`src/verilog/aip_map.vh`:
```
// Register map, field positions, reset values and timing for the infrared serial port
`ifndef AIP_MAP_VH
`define AIP_MAP_VH

`define AIP_ADDR_PIN_CTRL    16'hFF91
`define AIP_ADDR_FRAME_FMT   16'hFF98
`define AIP_ADDR_BIT_RATE    16'hFF99
`define AIP_ADDR_SER_CTRL    16'hFF9A
`define AIP_ADDR_TX_HOLD     16'hFF9B
`define AIP_ADDR_SER_STAT    16'hFF9C
`define AIP_ADDR_RX_HOLD     16'hFF9D

`define AIP_PIN_TX_ROUTE     4

`define AIP_FMT_ASYNC_SYNC   7
`define AIP_FMT_CHAR_LEN     6
`define AIP_FMT_PAR_EN       5
`define AIP_FMT_PAR_ODD      4
`define AIP_FMT_STOP2        3
`define AIP_FMT_MULTIPROC    2

`define AIP_CTL_RX_IRQ_EN    6
`define AIP_CTL_TX_EN        5
`define AIP_CTL_RX_EN        4

`define AIP_ST_TX_EMPTY      7
`define AIP_ST_RX_FULL       6
`define AIP_ST_OVERRUN       5
`define AIP_ST_FRAMING       4
`define AIP_ST_PARITY        3
`define AIP_ST_TX_DONE       2
`define AIP_ST_MP_RX         1
`define AIP_ST_MP_TX         0

`define AIP_RST_PIN_CTRL     8'h00
`define AIP_RST_FRAME_FMT    8'h00
`define AIP_RST_BIT_RATE     8'hFF
`define AIP_RST_SER_CTRL     8'h00
`define AIP_RST_TX_HOLD      8'h00

`define AIP_TICKS_PER_BIT    32
`define AIP_LAST_TICK        5'h1F
`define AIP_IR_PULSE_TICKS   5'h06

`endif

```
`src/verilog/aip_top.v`:
```
// Asynchronous serial port with infrared pulse encoder and decoder
//
// Function
// - Frame format bit 7 at 0 selects asynchronous start/stop framed mode; bit 7 is only stored, so framing is always asynchronous.
// - Frame format bit 6 at 0 selects eight data bits both ways.
// - Frame format bit 5 adds parity on transmit and checks it on receive while bit 2 is 0.
// - Frame format bit 4 picks parity sense: 0 even, 1 odd.
// - Frame format bit 3 picks one or two transmitted stop bits.
// - Receiver checks only first stop bit; a 0 after it starts the next character.
// - Frame format bit 2 turns the multiprocessor function on or off.
// - Frame format bits 1:0 choose the prescaler; 00 is the undivided clock.
// - Bit rate divisor is an 8-bit read/write register setting the bit rate.
// - Control bit 6 enables receive-data and receive-error interrupt requests.
// - Control bit 5 enables the transmitter.
// - Control bit 4 enables the receiver.
// - Control bits 1:0 at 00 select the internal baud generator.
// - Holding-empty flag sets while transmit disabled or when byte moves to shifter.
// - Holding-empty clears by write 0 after reading 1, or by writing data.
// - Receive-full flag sets when an error-free byte lands in the receive holding.
// - Overrun flag sets on overflow; cleared only by write 0 after reading 1.
// - Framing flag sets on bad stop bit; cleared by write 0 after reading 1.
// - Transmit-complete sets while disabled or when last bit leaves with holding empty.
// - Writing 1 to a clearable status flag does nothing.
// - Encoder sends a 3/16 bit high pulse for each 0, nothing for 1.
// - Decoder yields 0 on a pulse within a bit period, 1 otherwise.
// - Receive-data request follows receive-full; error request follows error flags.
// - Bit time is 32 times 2 to the n times divisor plus one clocks.
//
// Decided for this implementation: strobed register access.
`timescale 1ns/1ps
`default_nettype none
`include "aip_map.vh"

module aip_top (
    input  wire        sys_clk,
    input  wire        reset_n,
    input  wire [15:0] reg_addr,
    input  wire [7:0]  reg_wdata,
    input  wire        reg_wr,
    input  wire        reg_rd,
    output reg  [7:0]  reg_rdata,
    input  wire        infrared_rx_pin,
    output reg         infrared_tx_pin,
    output reg         serial_tx_pin,
    output reg         rx_data_irq,
    output reg         rx_error_irq
);

    localparam [1:0] TX_IDLE  = 2'b01;
    localparam [1:0] TX_SHIFT = 2'b10;
    localparam [1:0] RX_IDLE  = 2'b01;
    localparam [1:0] RX_BITS  = 2'b10;

    // Parity over the active data bits; odd sense inverts
    function par_bit;
        input [7:0] data;
        input       seven;
        input       odd;
        begin
            par_bit = ^(seven ? {1'b0, data[6:0]} : data) ^ odd;
        end
    endfunction

    // Index of the bit after the data field
    function [3:0] extra_idx;
        input seven;
        begin
            extra_idx = seven ? 4'h8 : 4'h9;
        end
    endfunction

    reg  [7:0] pin_ctrl_q;
    reg  [7:0] frame_fmt_q;
    reg  [7:0] bit_rate_q;
    reg  [7:0] ser_ctrl_q;
    reg  [7:0] tx_hold_q;
    reg  [7:0] rx_hold_q;
    reg        tx_empty_q;
    reg        rx_full_q;
    reg        overrun_q;
    reg        framing_q;
    reg        parity_q;
    reg        tx_done_q;
    reg        mp_rx_q;
    reg        mp_tx_q;
    reg  [7:0] armed_q;

    wire seven     = frame_fmt_q[`AIP_FMT_CHAR_LEN];
    wire par_en    = frame_fmt_q[`AIP_FMT_PAR_EN];
    wire par_odd   = frame_fmt_q[`AIP_FMT_PAR_ODD];
    wire two_stop  = frame_fmt_q[`AIP_FMT_STOP2];
    wire mp_en     = frame_fmt_q[`AIP_FMT_MULTIPROC];
    wire has_extra = par_en | mp_en;
    wire tx_en     = ser_ctrl_q[`AIP_CTL_TX_EN];
    wire rx_en     = ser_ctrl_q[`AIP_CTL_RX_EN];

    wire wr_stat = reg_wr && (reg_addr == `AIP_ADDR_SER_STAT);
    wire wr_txh  = reg_wr && (reg_addr == `AIP_ADDR_TX_HOLD);

    // Clear only a flag seen as 1 and written 0; writing 1 is ignored
    wire [7:0] clr = wr_stat ? (armed_q & ~reg_wdata) : 8'h00;

    // Baud generator: prescale 2^n then divisor+1 gives 32 ticks per bit
    // Only the internal generator exists, so control bits 1:0 are stored only
    reg  [2:0] pre_cnt_q;
    reg  [7:0] baud_cnt_q;
    reg  [2:0] pre_max;
    always @* begin
        case (frame_fmt_q[1:0])
            2'b00:   pre_max = 3'h0;
            2'b01:   pre_max = 3'h1;
            2'b10:   pre_max = 3'h3;
            default: pre_max = 3'h7;
        endcase
    end
    wire pre_tick = (pre_cnt_q == pre_max);
    wire tick     = pre_tick && (baud_cnt_q == bit_rate_q);

    always @(posedge sys_clk or negedge reset_n) begin
        if (!reset_n) begin
            pre_cnt_q  <= 3'h0;
            baud_cnt_q <= 8'h00;
        end else begin
            pre_cnt_q <= pre_tick ? 3'h0 : pre_cnt_q + 3'h1;
            if (tick)
                baud_cnt_q <= 8'h00;
            else if (pre_tick)
                baud_cnt_q <= baud_cnt_q + 8'h01;
        end
    end

    // Transmitter
    reg  [1:0]  tx_st_q;
    reg  [11:0] tx_sh_q;
    reg  [3:0]  tx_left_q;
    reg  [4:0]  tx_ph_q;
    reg  [11:0] tx_frame;
    reg  [3:0]  tx_len;
    integer     i;

    always @* begin
        tx_frame = 12'hFFF;
        tx_frame[0] = 1'b0;
        for (i = 0; i < 8; i = i + 1)
            if (i < 7 || !seven)
                tx_frame[i + 1] = tx_hold_q[i];
        if (has_extra)
            tx_frame[extra_idx(seven)] = mp_en ? mp_tx_q
                                               : par_bit(tx_hold_q, seven, par_odd);
        tx_len = extra_idx(seven) + {3'h0, has_extra} + 4'h1 + {3'h0, two_stop};
    end

    wire tx_load    = (tx_st_q == TX_IDLE) && tx_en && !tx_empty_q && tick;
    wire tx_bit_end = (tx_st_q == TX_SHIFT) && tick && (tx_ph_q == `AIP_LAST_TICK);
    wire tx_last    = tx_bit_end && (tx_left_q == 4'h1);
    wire tx_chain   = tx_last && !tx_empty_q;

    always @(posedge sys_clk or negedge reset_n) begin
        if (!reset_n) begin
            tx_st_q   <= TX_IDLE;
            tx_sh_q   <= 12'hFFF;
            tx_left_q <= 4'h0;
            tx_ph_q   <= 5'h00;
        end else if (!tx_en) begin
            tx_st_q   <= TX_IDLE;
            tx_sh_q   <= 12'hFFF;
        end else begin
            case (tx_st_q)
                TX_IDLE: begin
                    if (tx_load) begin
                        tx_st_q   <= TX_SHIFT;
                        tx_sh_q   <= tx_frame;
                        tx_left_q <= tx_len;
                        tx_ph_q   <= 5'h00;
                    end
                end
                TX_SHIFT: begin
                    if (tick)
                        tx_ph_q <= tx_ph_q + 5'h01;
                    if (tx_chain) begin
                        tx_sh_q   <= tx_frame;
                        tx_left_q <= tx_len;
                    end else if (tx_last) begin
                        tx_st_q   <= TX_IDLE;
                        tx_sh_q   <= 12'hFFF;
                    end else if (tx_bit_end) begin
                        tx_sh_q   <= {1'b1, tx_sh_q[11:1]};
                        tx_left_q <= tx_left_q - 4'h1;
                    end
                end
                default: tx_st_q <= TX_IDLE;
            endcase
        end
    end

    wire tx_move = tx_load || tx_chain;

    // Receiver: three-stage sync, level accepted once stages two and three agree
    reg  rx_s1_q;
    reg  rx_s2_q;
    reg  rx_s3_q;
    reg  ir_q;
    reg  ir_prev_q;
    always @(posedge sys_clk or negedge reset_n) begin
        if (!reset_n) begin
            rx_s1_q   <= 1'b0;
            rx_s2_q   <= 1'b0;
            rx_s3_q   <= 1'b0;
            ir_q      <= 1'b0;
            ir_prev_q <= 1'b0;
        end else begin
            rx_s1_q   <= infrared_rx_pin;
            rx_s2_q   <= rx_s1_q;
            rx_s3_q   <= rx_s2_q;
            if (rx_s2_q == rx_s3_q)
                ir_q <= rx_s3_q;
            ir_prev_q <= ir_q;
        end
    end
    wire pulse_rise = ir_q && !ir_prev_q;

    reg  [1:0]  rx_st_q;
    reg  [11:0] rx_sh_q;
    reg  [3:0]  rx_idx_q;
    reg  [4:0]  rx_ph_q;
    reg         rx_seen_q;

    wire [3:0] stop_idx  = extra_idx(seven) + {3'h0, has_extra};
    wire       win_end   = (rx_st_q == RX_BITS) && tick && (rx_ph_q == `AIP_LAST_TICK);
    wire       rx_bit    = ~(rx_seen_q | ir_q);
    // Pulse in the stop slot: bad stop and start of the next character
    wire       stop_hit  = (rx_st_q == RX_BITS) && (rx_idx_q == stop_idx) && pulse_rise;
    wire       stop_ok   = win_end && (rx_idx_q == stop_idx) && rx_bit;
    wire       rx_done   = stop_hit || stop_ok;
    wire [7:0] rx_data   = seven ? {1'b0, rx_sh_q[7:1]} : rx_sh_q[8:1];
    wire       rx_extra  = rx_sh_q[extra_idx(seven)];
    wire       par_bad   = par_en && !mp_en &&
                           (rx_extra != par_bit(rx_data, seven, par_odd));

    always @(posedge sys_clk or negedge reset_n) begin
        if (!reset_n) begin
            rx_st_q   <= RX_IDLE;
            rx_sh_q   <= 12'h000;
            rx_idx_q  <= 4'h0;
            rx_ph_q   <= 5'h00;
            rx_seen_q <= 1'b0;
        end else if (!rx_en) begin
            rx_st_q   <= RX_IDLE;
        end else begin
            case (rx_st_q)
                RX_IDLE: begin
                    if (pulse_rise) begin
                        rx_st_q   <= RX_BITS;
                        rx_idx_q  <= 4'h0;
                        // Window shuts before the next pulse edge can leak in
                        rx_ph_q   <= 5'h01;
                        rx_seen_q <= 1'b1;
                    end
                end
                RX_BITS: begin
                    if (tick)
                        rx_ph_q <= rx_ph_q + 5'h01;
                    if (stop_hit) begin
                        rx_idx_q  <= 4'h0;
                        rx_ph_q   <= 5'h01;
                        rx_seen_q <= 1'b1;
                    end else if (win_end) begin
                        rx_sh_q[rx_idx_q] <= rx_bit;
                        rx_seen_q <= 1'b0;
                        if (rx_idx_q == stop_idx)
                            rx_st_q <= RX_IDLE;
                        else
                            rx_idx_q <= rx_idx_q + 4'h1;
                    end else if (ir_q) begin
                        rx_seen_q <= 1'b1;
                    end
                end
                default: rx_st_q <= RX_IDLE;
            endcase
        end
    end

    wire rx_good = rx_done && !stop_hit && !par_bad;
    wire set_ovr = rx_good && rx_full_q;
    wire set_rdf = rx_good && !rx_full_q;

    // Registers and status; every hardware set wins over a software clear
    always @(posedge sys_clk or negedge reset_n) begin
        if (!reset_n) begin
            pin_ctrl_q  <= `AIP_RST_PIN_CTRL;
            frame_fmt_q <= `AIP_RST_FRAME_FMT;
            bit_rate_q  <= `AIP_RST_BIT_RATE;
            ser_ctrl_q  <= `AIP_RST_SER_CTRL;
            tx_hold_q   <= `AIP_RST_TX_HOLD;
            rx_hold_q   <= 8'h00;
            tx_empty_q  <= 1'b1;
            rx_full_q   <= 1'b0;
            overrun_q   <= 1'b0;
            framing_q   <= 1'b0;
            parity_q    <= 1'b0;
            tx_done_q   <= 1'b1;
            mp_rx_q     <= 1'b0;
            mp_tx_q     <= 1'b0;
            armed_q     <= 8'h00;
        end else begin
            if (reg_wr && reg_addr == `AIP_ADDR_PIN_CTRL)
                pin_ctrl_q <= reg_wdata;
            if (reg_wr && reg_addr == `AIP_ADDR_FRAME_FMT)
                frame_fmt_q <= reg_wdata;
            if (reg_wr && reg_addr == `AIP_ADDR_BIT_RATE)
                bit_rate_q <= reg_wdata;
            if (reg_wr && reg_addr == `AIP_ADDR_SER_CTRL)
                ser_ctrl_q <= reg_wdata;
            if (wr_txh)
                tx_hold_q <= reg_wdata;
            if (wr_stat)
                mp_tx_q <= reg_wdata[`AIP_ST_MP_TX];
            if (reg_rd && reg_addr == `AIP_ADDR_SER_STAT)
                armed_q <= {tx_empty_q, rx_full_q, overrun_q, framing_q, parity_q, 3'b000};
            else if (wr_stat)
                armed_q <= 8'h00;

            if (!tx_en || tx_move)
                tx_empty_q <= 1'b1;
            else if (wr_txh || clr[`AIP_ST_TX_EMPTY])
                tx_empty_q <= 1'b0;

            if (!tx_en || (tx_last && tx_empty_q))
                tx_done_q <= 1'b1;
            else if (wr_txh || clr[`AIP_ST_TX_EMPTY])
                tx_done_q <= 1'b0;

            if (set_rdf) begin
                rx_full_q <= 1'b1;
                rx_hold_q <= rx_data;
                mp_rx_q   <= mp_en & rx_extra;
            end else if (clr[`AIP_ST_RX_FULL]) begin
                rx_full_q <= 1'b0;
            end
            if (set_ovr)
                overrun_q <= 1'b1;
            else if (clr[`AIP_ST_OVERRUN])
                overrun_q <= 1'b0;
            if (stop_hit)
                framing_q <= 1'b1;
            else if (clr[`AIP_ST_FRAMING])
                framing_q <= 1'b0;
            if (rx_done && !stop_hit && par_bad)
                parity_q <= 1'b1;
            else if (clr[`AIP_ST_PARITY])
                parity_q <= 1'b0;
        end
    end

    // Read data valid only in the cycle after the strobe
    reg [7:0] rd_mux;
    always @* begin
        case (reg_addr)
            `AIP_ADDR_PIN_CTRL:  rd_mux = pin_ctrl_q;
            `AIP_ADDR_FRAME_FMT: rd_mux = frame_fmt_q;
            `AIP_ADDR_BIT_RATE:  rd_mux = bit_rate_q;
            `AIP_ADDR_SER_CTRL:  rd_mux = ser_ctrl_q;
            `AIP_ADDR_TX_HOLD:   rd_mux = tx_hold_q;
            `AIP_ADDR_SER_STAT:  rd_mux = {tx_empty_q, rx_full_q, overrun_q, framing_q,
                                           parity_q, tx_done_q, mp_rx_q, mp_tx_q};
            `AIP_ADDR_RX_HOLD:   rd_mux = rx_hold_q;
            default:             rd_mux = 8'h00;
        endcase
    end

    // Pin driving; IR output idles low, wired serial pin idles high
    wire line_bit = (tx_st_q == TX_SHIFT) ? tx_sh_q[0] : 1'b1;
    always @(posedge sys_clk or negedge reset_n) begin
        if (!reset_n) begin
            reg_rdata       <= 8'h00;
            infrared_tx_pin <= 1'b0;
            serial_tx_pin   <= 1'b1;
            rx_data_irq     <= 1'b0;
            rx_error_irq    <= 1'b0;
        end else begin
            reg_rdata       <= reg_rd ? rd_mux : 8'h00;
            infrared_tx_pin <= !line_bit && (tx_ph_q < `AIP_IR_PULSE_TICKS);
            // Unrouted pin holds idle; enable order is software's job
            serial_tx_pin   <= pin_ctrl_q[`AIP_PIN_TX_ROUTE] ? line_bit : 1'b1;
            rx_data_irq     <= ser_ctrl_q[`AIP_CTL_RX_IRQ_EN] && rx_full_q;
            rx_error_irq    <= ser_ctrl_q[`AIP_CTL_RX_IRQ_EN] &&
                               (overrun_q || framing_q || parity_q);
        end
    end

endmodule

`default_nettype wire

```
`config.mk`:
```
export PLATFORM = sky130hd
export DESIGN_NAME = aip_top
export DESIGN_NICKNAME = d
export VERILOG_FILES = /design/src/verilog/aip_top.v
export VERILOG_INCLUDE_DIRS = /design/src /design/src/verilog
export SDC_FILE = /design/constraint.sdc
export NUM_CORES = 1
export LEC_CHECK = 0
export ABC_AREA = 1
export BUFFER_PORTS_ARGS = -buffer_cell sky130_fd_sc_hd__clkbuf_2
export CAP_MARGIN = 0
export CORE_MARGIN = 3
export CORE_UTILIZATION = 40
export DETAILED_ROUTE_END_ITERATION = 8
export GPL_ROUTABILITY_DRIVEN = 0
export PLACE_DENSITY = 0.53
export SLEW_MARGIN = 20
export SYNTH_ARGS = -nofsm -noshare
export SYNTH_HDL_FRONTEND = slang
export SYNTH_SLANG_ARGS = --single-unit
```
`constraint.sdc`:
```
create_clock -name sys_clk -period 5.6 [get_ports sys_clk]
set_clock_uncertainty 0.15 [all_clocks]
set_input_delay 0.28 -clock sys_clk [delete_from_list [all_inputs] [get_ports sys_clk]]
set_output_delay 0.28 -clock sys_clk [all_outputs]
set_load 0.01 [all_outputs]
```
[Yosys cells after proc, flatten, opt, wreduce, memory -nomap -nowiden]
Cells that the tools add are included.
Word-level totals
  register bits: 139
  input bits: 29
  output and inout bits: 12
  logic and storage cells: 246
Cells by class
  $add $sub $neg: 9
  order comparisons: 5
  equality and inequality tests: 39
  muxes and demuxes: 76
  bitwise operators: 9
  reductions and logical operators: 72
Operator list (count)
  16-bit equality test (second input constant): 7
  12-bit 2-to-1 mux: 6
  8-bit 2-to-1 mux: 9
  8-bit case mux with 7 select lines: 1
  1-bit logical AND: 35
  3-bit != test (second input constant): 11
  4-bit 2-to-1 mux: 8
  5-bit 2-to-1 mux: 5
  12-bit bitwise mux: 2
  12-bit case mux with 2 select lines: 1
  1-bit 2-to-1 mux: 23
  5-bit case mux with 2 select lines: 2
  4-bit AND reduction: 5
  2-bit nonzero test: 10
  2-bit 2-to-1 mux: 9
  4-bit case mux with 2 select lines: 2
  8-bit XOR reduction: 2
  5-bit by 1-bit adder with 5-bit output (second input constant): 2
  5-bit equality test (second input constant): 2
  4-bit by 5-bit less-than comparator with 1-bit output (second input constant): 2
  5-bit AND reduction: 2
  3-bit case mux with 3 select lines: 1
  4-bit by 1-bit adder with 4-bit output: 2
  4-bit by 1-bit adder with 4-bit output (second input constant): 2
  other kinds (33): 59

[Longest topological paths before layout]
  depth in word-level cells: 13
  mapped depth: 15
  depth with buffers taken out: 15

[Worst setup path before layout]
Ideal clock, no wire load.
  path kind: register -> register
  start point: reg frame_fmt_q[2]
  end point: reg rx_idx_q[2]
  library setup time: 0.121 ns
  arrival: 2.100 ns
  required time: 5.329 ns
  slack: 3.230 ns
  cell stages (with the launch flop): 15
  buffers on the path: 0
  period minus slack after synthesis: 2.370 ns
  path through: dfrtp_1 -> nor2_1 -> inv_1 -> ha_1 -> xor2_1 -> nor2_1 -> nand2_1 -> nor3_4 -> nor2_1 -> nand2_1 -> nand2_1 -> nor2_2 -> inv_1 -> nand2_1 -> o21ai_1
On the way
  word-level cells in the longest chain between the ends: 7
Ends and longest elaborated chain
  start: declaration: RTL line aip_top.v:73  | reg [7:0] frame_fmt_q;
  start signal: assignment: RTL line aip_top.v:291  | frame_fmt_q <= `AIP_RST_FRAME_FMT;
  start signal: assignment: RTL line aip_top.v:309  | frame_fmt_q <= reg_wdata;
  1-bit bitwise OR *: RTL line aip_top.v:93  | wire has_extra = par_en | mp_en;
  4-bit by 1-bit adder with 4-bit output *: RTL line aip_top.v:228  | wire [3:0] stop_idx = extra_idx(seven) + {3'h0, has_extra};
  4-bit equality test *: RTL line aip_top.v:232, aip_top.v:270
  1-bit logical AND (2 in a row): RTL line aip_top.v:232  | wire stop_hit = (rx_st_q == RX_BITS) && (rx_idx_q == stop_idx) && pulse_rise;
  3-bit != test (no source line) / 4-bit 2-to-1 mux (equally long branches)
  5-bit AND reduction (no source line) / 4-bit case mux with 2 select lines (equally long branches)
  end signal: assignment: RTL line aip_top.v:273  | rx_idx_q <= rx_idx_q + 4'h1;
  end: declaration: RTL line aip_top.v:224  | reg [3:0] rx_idx_q;
Mark *: on every way between the ends. The rest lies on a longest branch, timed or not.
A chain may end at the register's enable or synchronous reset.

[Worst setup path in the final report]
  start point: reg frame_fmt_q[1]
  end point: reg rx_hold_q[3]
On the way
  word-level cells in the longest chain between the ends: 12
Ends and longest elaborated chain
  2-bit equality test (tied with other cells): RTL line aip_top.v:109  | case (frame_fmt_q[1:0])
  3-bit case mux with 3 select lines *: RTL line aip_top.v:109
  3-bit equality test *: RTL line aip_top.v:116  | wire pre_tick = (pre_cnt_q == pre_max);
  1-bit logical AND *: RTL line aip_top.v:117  | wire tick = pre_tick && (baud_cnt_q == bit_rate_q);
  1-bit logical AND * (2 in a row): RTL line aip_top.v:229  | wire win_end = (rx_st_q == RX_BITS) && tick && (rx_ph_q == `AIP_LAST_TICK);
  1-bit logical AND * (2 in a row): RTL line aip_top.v:233  | wire stop_ok = win_end && (rx_idx_q == stop_idx) && rx_bit;
  1-bit logical OR *: RTL line aip_top.v:234  | wire rx_done = stop_hit || stop_ok;
  1-bit logical AND * (2 in a row): RTL line aip_top.v:283  | wire rx_good = rx_done && !stop_hit && !par_bad;
  1-bit logical AND *: RTL line aip_top.v:285  | wire set_rdf = rx_good && !rx_full_q;
  end signal: assignment: RTL line aip_top.v:335  | rx_hold_q <= rx_data;
  end: declaration: RTL line aip_top.v:77  | reg [7:0] rx_hold_q;
Marked as above.

==> key figures <==
Status
  • Status: finished, final reports clean

Setup path
  • Delay-heaviest family, CP: simple AND/OR/NAND/NOR gates
  • Cell mode on critical path: nand2_1
  • Worst R2R Start: frame_fmt_q[1]$_DFFE_PN0P_
  • R2r setup slk: about 2.7 ns
  • Worst r2r path cells: 10
  • Worst Path Max Fanout: 14
  • Worst EP arrival: ~3.0 ns
  • Crit-path slowest cell: nor3_2
  • Reg-to-Reg End: rx_hold_q[3]$_DFFE_PN0P_
  • Required @ worst endpoint: around 5.8 ns
  • Worst path max stage delay: 0.56 ns
  • Worst setup path category: reg2reg
  • Critical path origin: frame_fmt_q[1]$_DFFE_PN0P_
  • Buf+Inv Stages, Crit Path: 1
  • Element type at the critical path end: flip-flop
  • CP Cell Sequence: xnor2_1 > nand3_1 > nor2_2 > nand2_4 > clkinv_4 > nand3_4 > nor3_2 > nand3_2 > nand2_1 > nand2_1
  • Critical path startpoint category: flip-flop

STA
  • Minimum clock period: about 2.9 ns
  • RSZ-0062 raised after global routing: false
  • Worst-Margin Slew: 0.823 ns
  • Final Hold Vio Count: 0
  • Max-slew violation count: 0
  • Post-route setup TNS: 0 ns
  • # setup viols final: 0
  • Period utilisation layout: 0.514
  • Fmax: ~350 MHz
  • Slew HR: 0.448

Floorplan
  • Initial core utilization: 0.416
  • I/O pin count: between 40 and 50
  • Die H: between 100 and 150 um
  • Row count: 47
  • Die width: ~140 um
  • CORE AREA: 16900 um2
  • Die area: approximately 19000 um2

Synthesis
  • Syn_nets: roughly 970
  • YS warnings: 0
  • Share of the synthesized area in the top cell type: 0.385
  • Sequential element share of the synthesized area: 0.471
  • Biggest area consumer among synthesized cells: dfrtp_1
  • Yosys reg bits: 131
  • Synth Instances: between 900 and 1k
  • Synth top area cells: dfrtp_1, nand2_1, dfstp_2
  • Cell variety after synth: between 40 and 50
  • Post-Syn Area: 7020 um2
  • Avg Cell Area, Syn: roughly 7.6 um2

Finish
  • Antenna cells: 0
  • Commonest non-fill, non-tap cell in the layout: nand2_1
  • Commonest cells after routing, fill and taps aside: nand2_1, inv_1, dfrtp_1, o21ai_0, nor2_1
  • Post-route cell area: between 8000 and 9000 um2
  • Multi-input combinational cell area: about 3200 um2
  • Layout cells sized above 1: 0.123
  • Storage element area: approximately 3300 um2
  • Final Net Count: roughly 1k
  • Fill count: about 1.7k
  • Synth-to-layout area growth: 15.4%
  • Post-Layout Cell Count: about 1.2k

GRT
  • Gr usage total: 0.200
  • Largest net degree at the start of global routing: 72
  • First-pass GRT wire length: between 30000 and 40000 um
  • Grt total ovfl: 0
  • Initial antenna violation count: 0
  • Vias in the first global route: roughly 5.7k

Clock tree
  • Clock sinks: 131
  • Clock Tree Root: clkbuf_16
  • Worst-case clock buffer depth: 2
  • Clock Pin Slew Worst Setup and Hold Paths: approximately 0.06 ns
  • TritonCTS buffer count: 17
  • Worst skew pair latency: 0.42 ns
  • H-tree depth: 4
  • CTS tree: built
  • CTS resizes: 0
  • Postcts setup bufs: 0

Routing
  • DR vias: around 6k
  • Pre-Repair DR Iteration Count: 6
  • Iter 0 DRT Violations: ~390
  • WL final: approximately 18000 um
  • Routed len/inst: ~15 um
  • Drt via density: about 5.0
  • Final ANT Viol Nets: 0
  • Drt drc: 0

Power and ir drop
  • Power consumption: between 2 and 2.5 mW
  • Peak supply drop: 0.000216 V
  • Cell leakage power: roughly 4.0 nW
  • Total power per unit cell area: roughly 270 nW/um2

Placement
  • Placed Area: ~7500 um2
  • Placed insts: 1171
  • Dpl hpwl: around 14000 um
  • Port bufs: 40

Hold path
  • Hold Path Depth: 3
  • Worst hold path type: in2reg
  • Hold EP: bit_rate_q[1]$_DFFE_PN1P_
  • Hold wc startpoint: reg_wdata[1]

Flow run
  • Max_cap viols: 0
## metal layers
layer | share of wire | routed length (um) | track usage
met3 | 0.038 | 702 | 0.0349
met2 | 0.47 | 8630 | 0.319
met4 | 0.011 | 205 | 0.0593
met5 | 0 | 0 | 0
met1 | 0.48 | 8910 | 0.279
## flip-flops by register name (all words and copies together) (netlist names), 2 cells and up
signal and flops:
baud_cnt_q 8, reg_rdata 8, rx_sh_q 9, bit_rate_q 8
tx_hold_q 8, ser_ctrl_q 8, tx_st_q 2, pin_ctrl_q 8
rx_hold_q 8, armed_q 5, rx_ph_q 5, frame_fmt_q 8
rx_st_q 2, rx_idx_q 4, pre_cnt_q 3, tx_left_q 4
tx_ph_q 5, tx_sh_q 10
## area by class of cell
| cell class | instances | area share |
|---|---|---|
| tap | 220 | 0.0340 |
| timing repair buffer | 44 | 0.0298 |
| multi-input combinational | 659 | 0.395 |
| clock inverter | 15 | 0.0253 |
| clock buffer | 17 | 0.0525 |
| sequential | 131 | 0.408 |
| inverter | 119 | 0.0557 |
## metrics by stage
step | setup slack, ns | util | hold WS (ns)
after floorplan | 3.23 | - | -0.166
after global placement | 2.82 | 0.442 | 0.184
after detailed placement | 2.73 | 0.442 | 0.186
after CTS | 2.70 | 0.480 | 0.0217
after global routing | 2.44 | 0.480 | 0.0390
final | 2.72 | 0.480 | 0.0288
## Yosys cell counts (all sizes together)
cell     count
maj3         1
buf          5
nor4         2
nor3        14
o32ai        1
ha          17
nand3b       3
o2111ai      2
xnor2        8
dfrtp      108
nand4       28
xor2        10
o21bai       1
a32o         1
or2          2
clkinv       2
nand3       56
a211oi       1
o22ai        2
a21oi       26
nor3b        1
inv        117
clkbuf       8
a31oi        1
o21ai       99
dfstp       23
nand2      298
nor2        85
## cells by family (layout without fill, tap and decap cells)
group | count (synthesis) | in the layout | synth area share
AO/OA/AOI/OAI | 134 | 134 | 0.0996
flip-flops | 131 | 131 | 0.471
XOR/XNOR | 18 | 18 | 0.0225
adder cells (fa/ha/maj) | 18 | 18 | 0.0317
buffers and inverters | 132 | 195 | 0.0734
AND/OR/NAND/NOR | 489 | 489 | 0.302
## worst min-delay path, stage by stage
cell      delay [ns]
clkbuf_2        0.08
inv_1           0.13
o21ai_0         0.11
## how the worst max path moves through the flow
stage | slack (ns) | endpoint | depth (start not counted)
floorplan | 3.23 | rx_idx_q[2]$_DFFE_PN0P_ | 14
global placement | 2.82 | rx_hold_q[7]$_DFFE_PN0P_ | 10
detailed placement | 2.73 | rx_hold_q[2]$_DFFE_PN0P_ | 10
CTS | 2.70 | rx_hold_q[2]$_DFFE_PN0P_ | 10
global route | 2.44 | rx_hold_q[2]$_DFFE_PN0P_ | 10
finish | 2.72 | rx_hold_q[3]$_DFFE_PN0P_ | 10
## where the power goes
part / switching, mW / internal [mW] / leakage (nW)
clock: 0.445 / 0.749 / 0.300
sequential: 0.00375 / 0.952 / 1.72
combinational: 0.0546 / 0.0180 / 1.93
total: 0.503 / 1.72 / 3.95
## what timing repair did
action / 4_1_cts / 5_1_grt
setup endpoints to repair: 0 / 0
endpoints found under the hold margin: 48 / 0
hold buffers: 2 / 0
No activity file was read; power rests on OpenSTA's default activity.
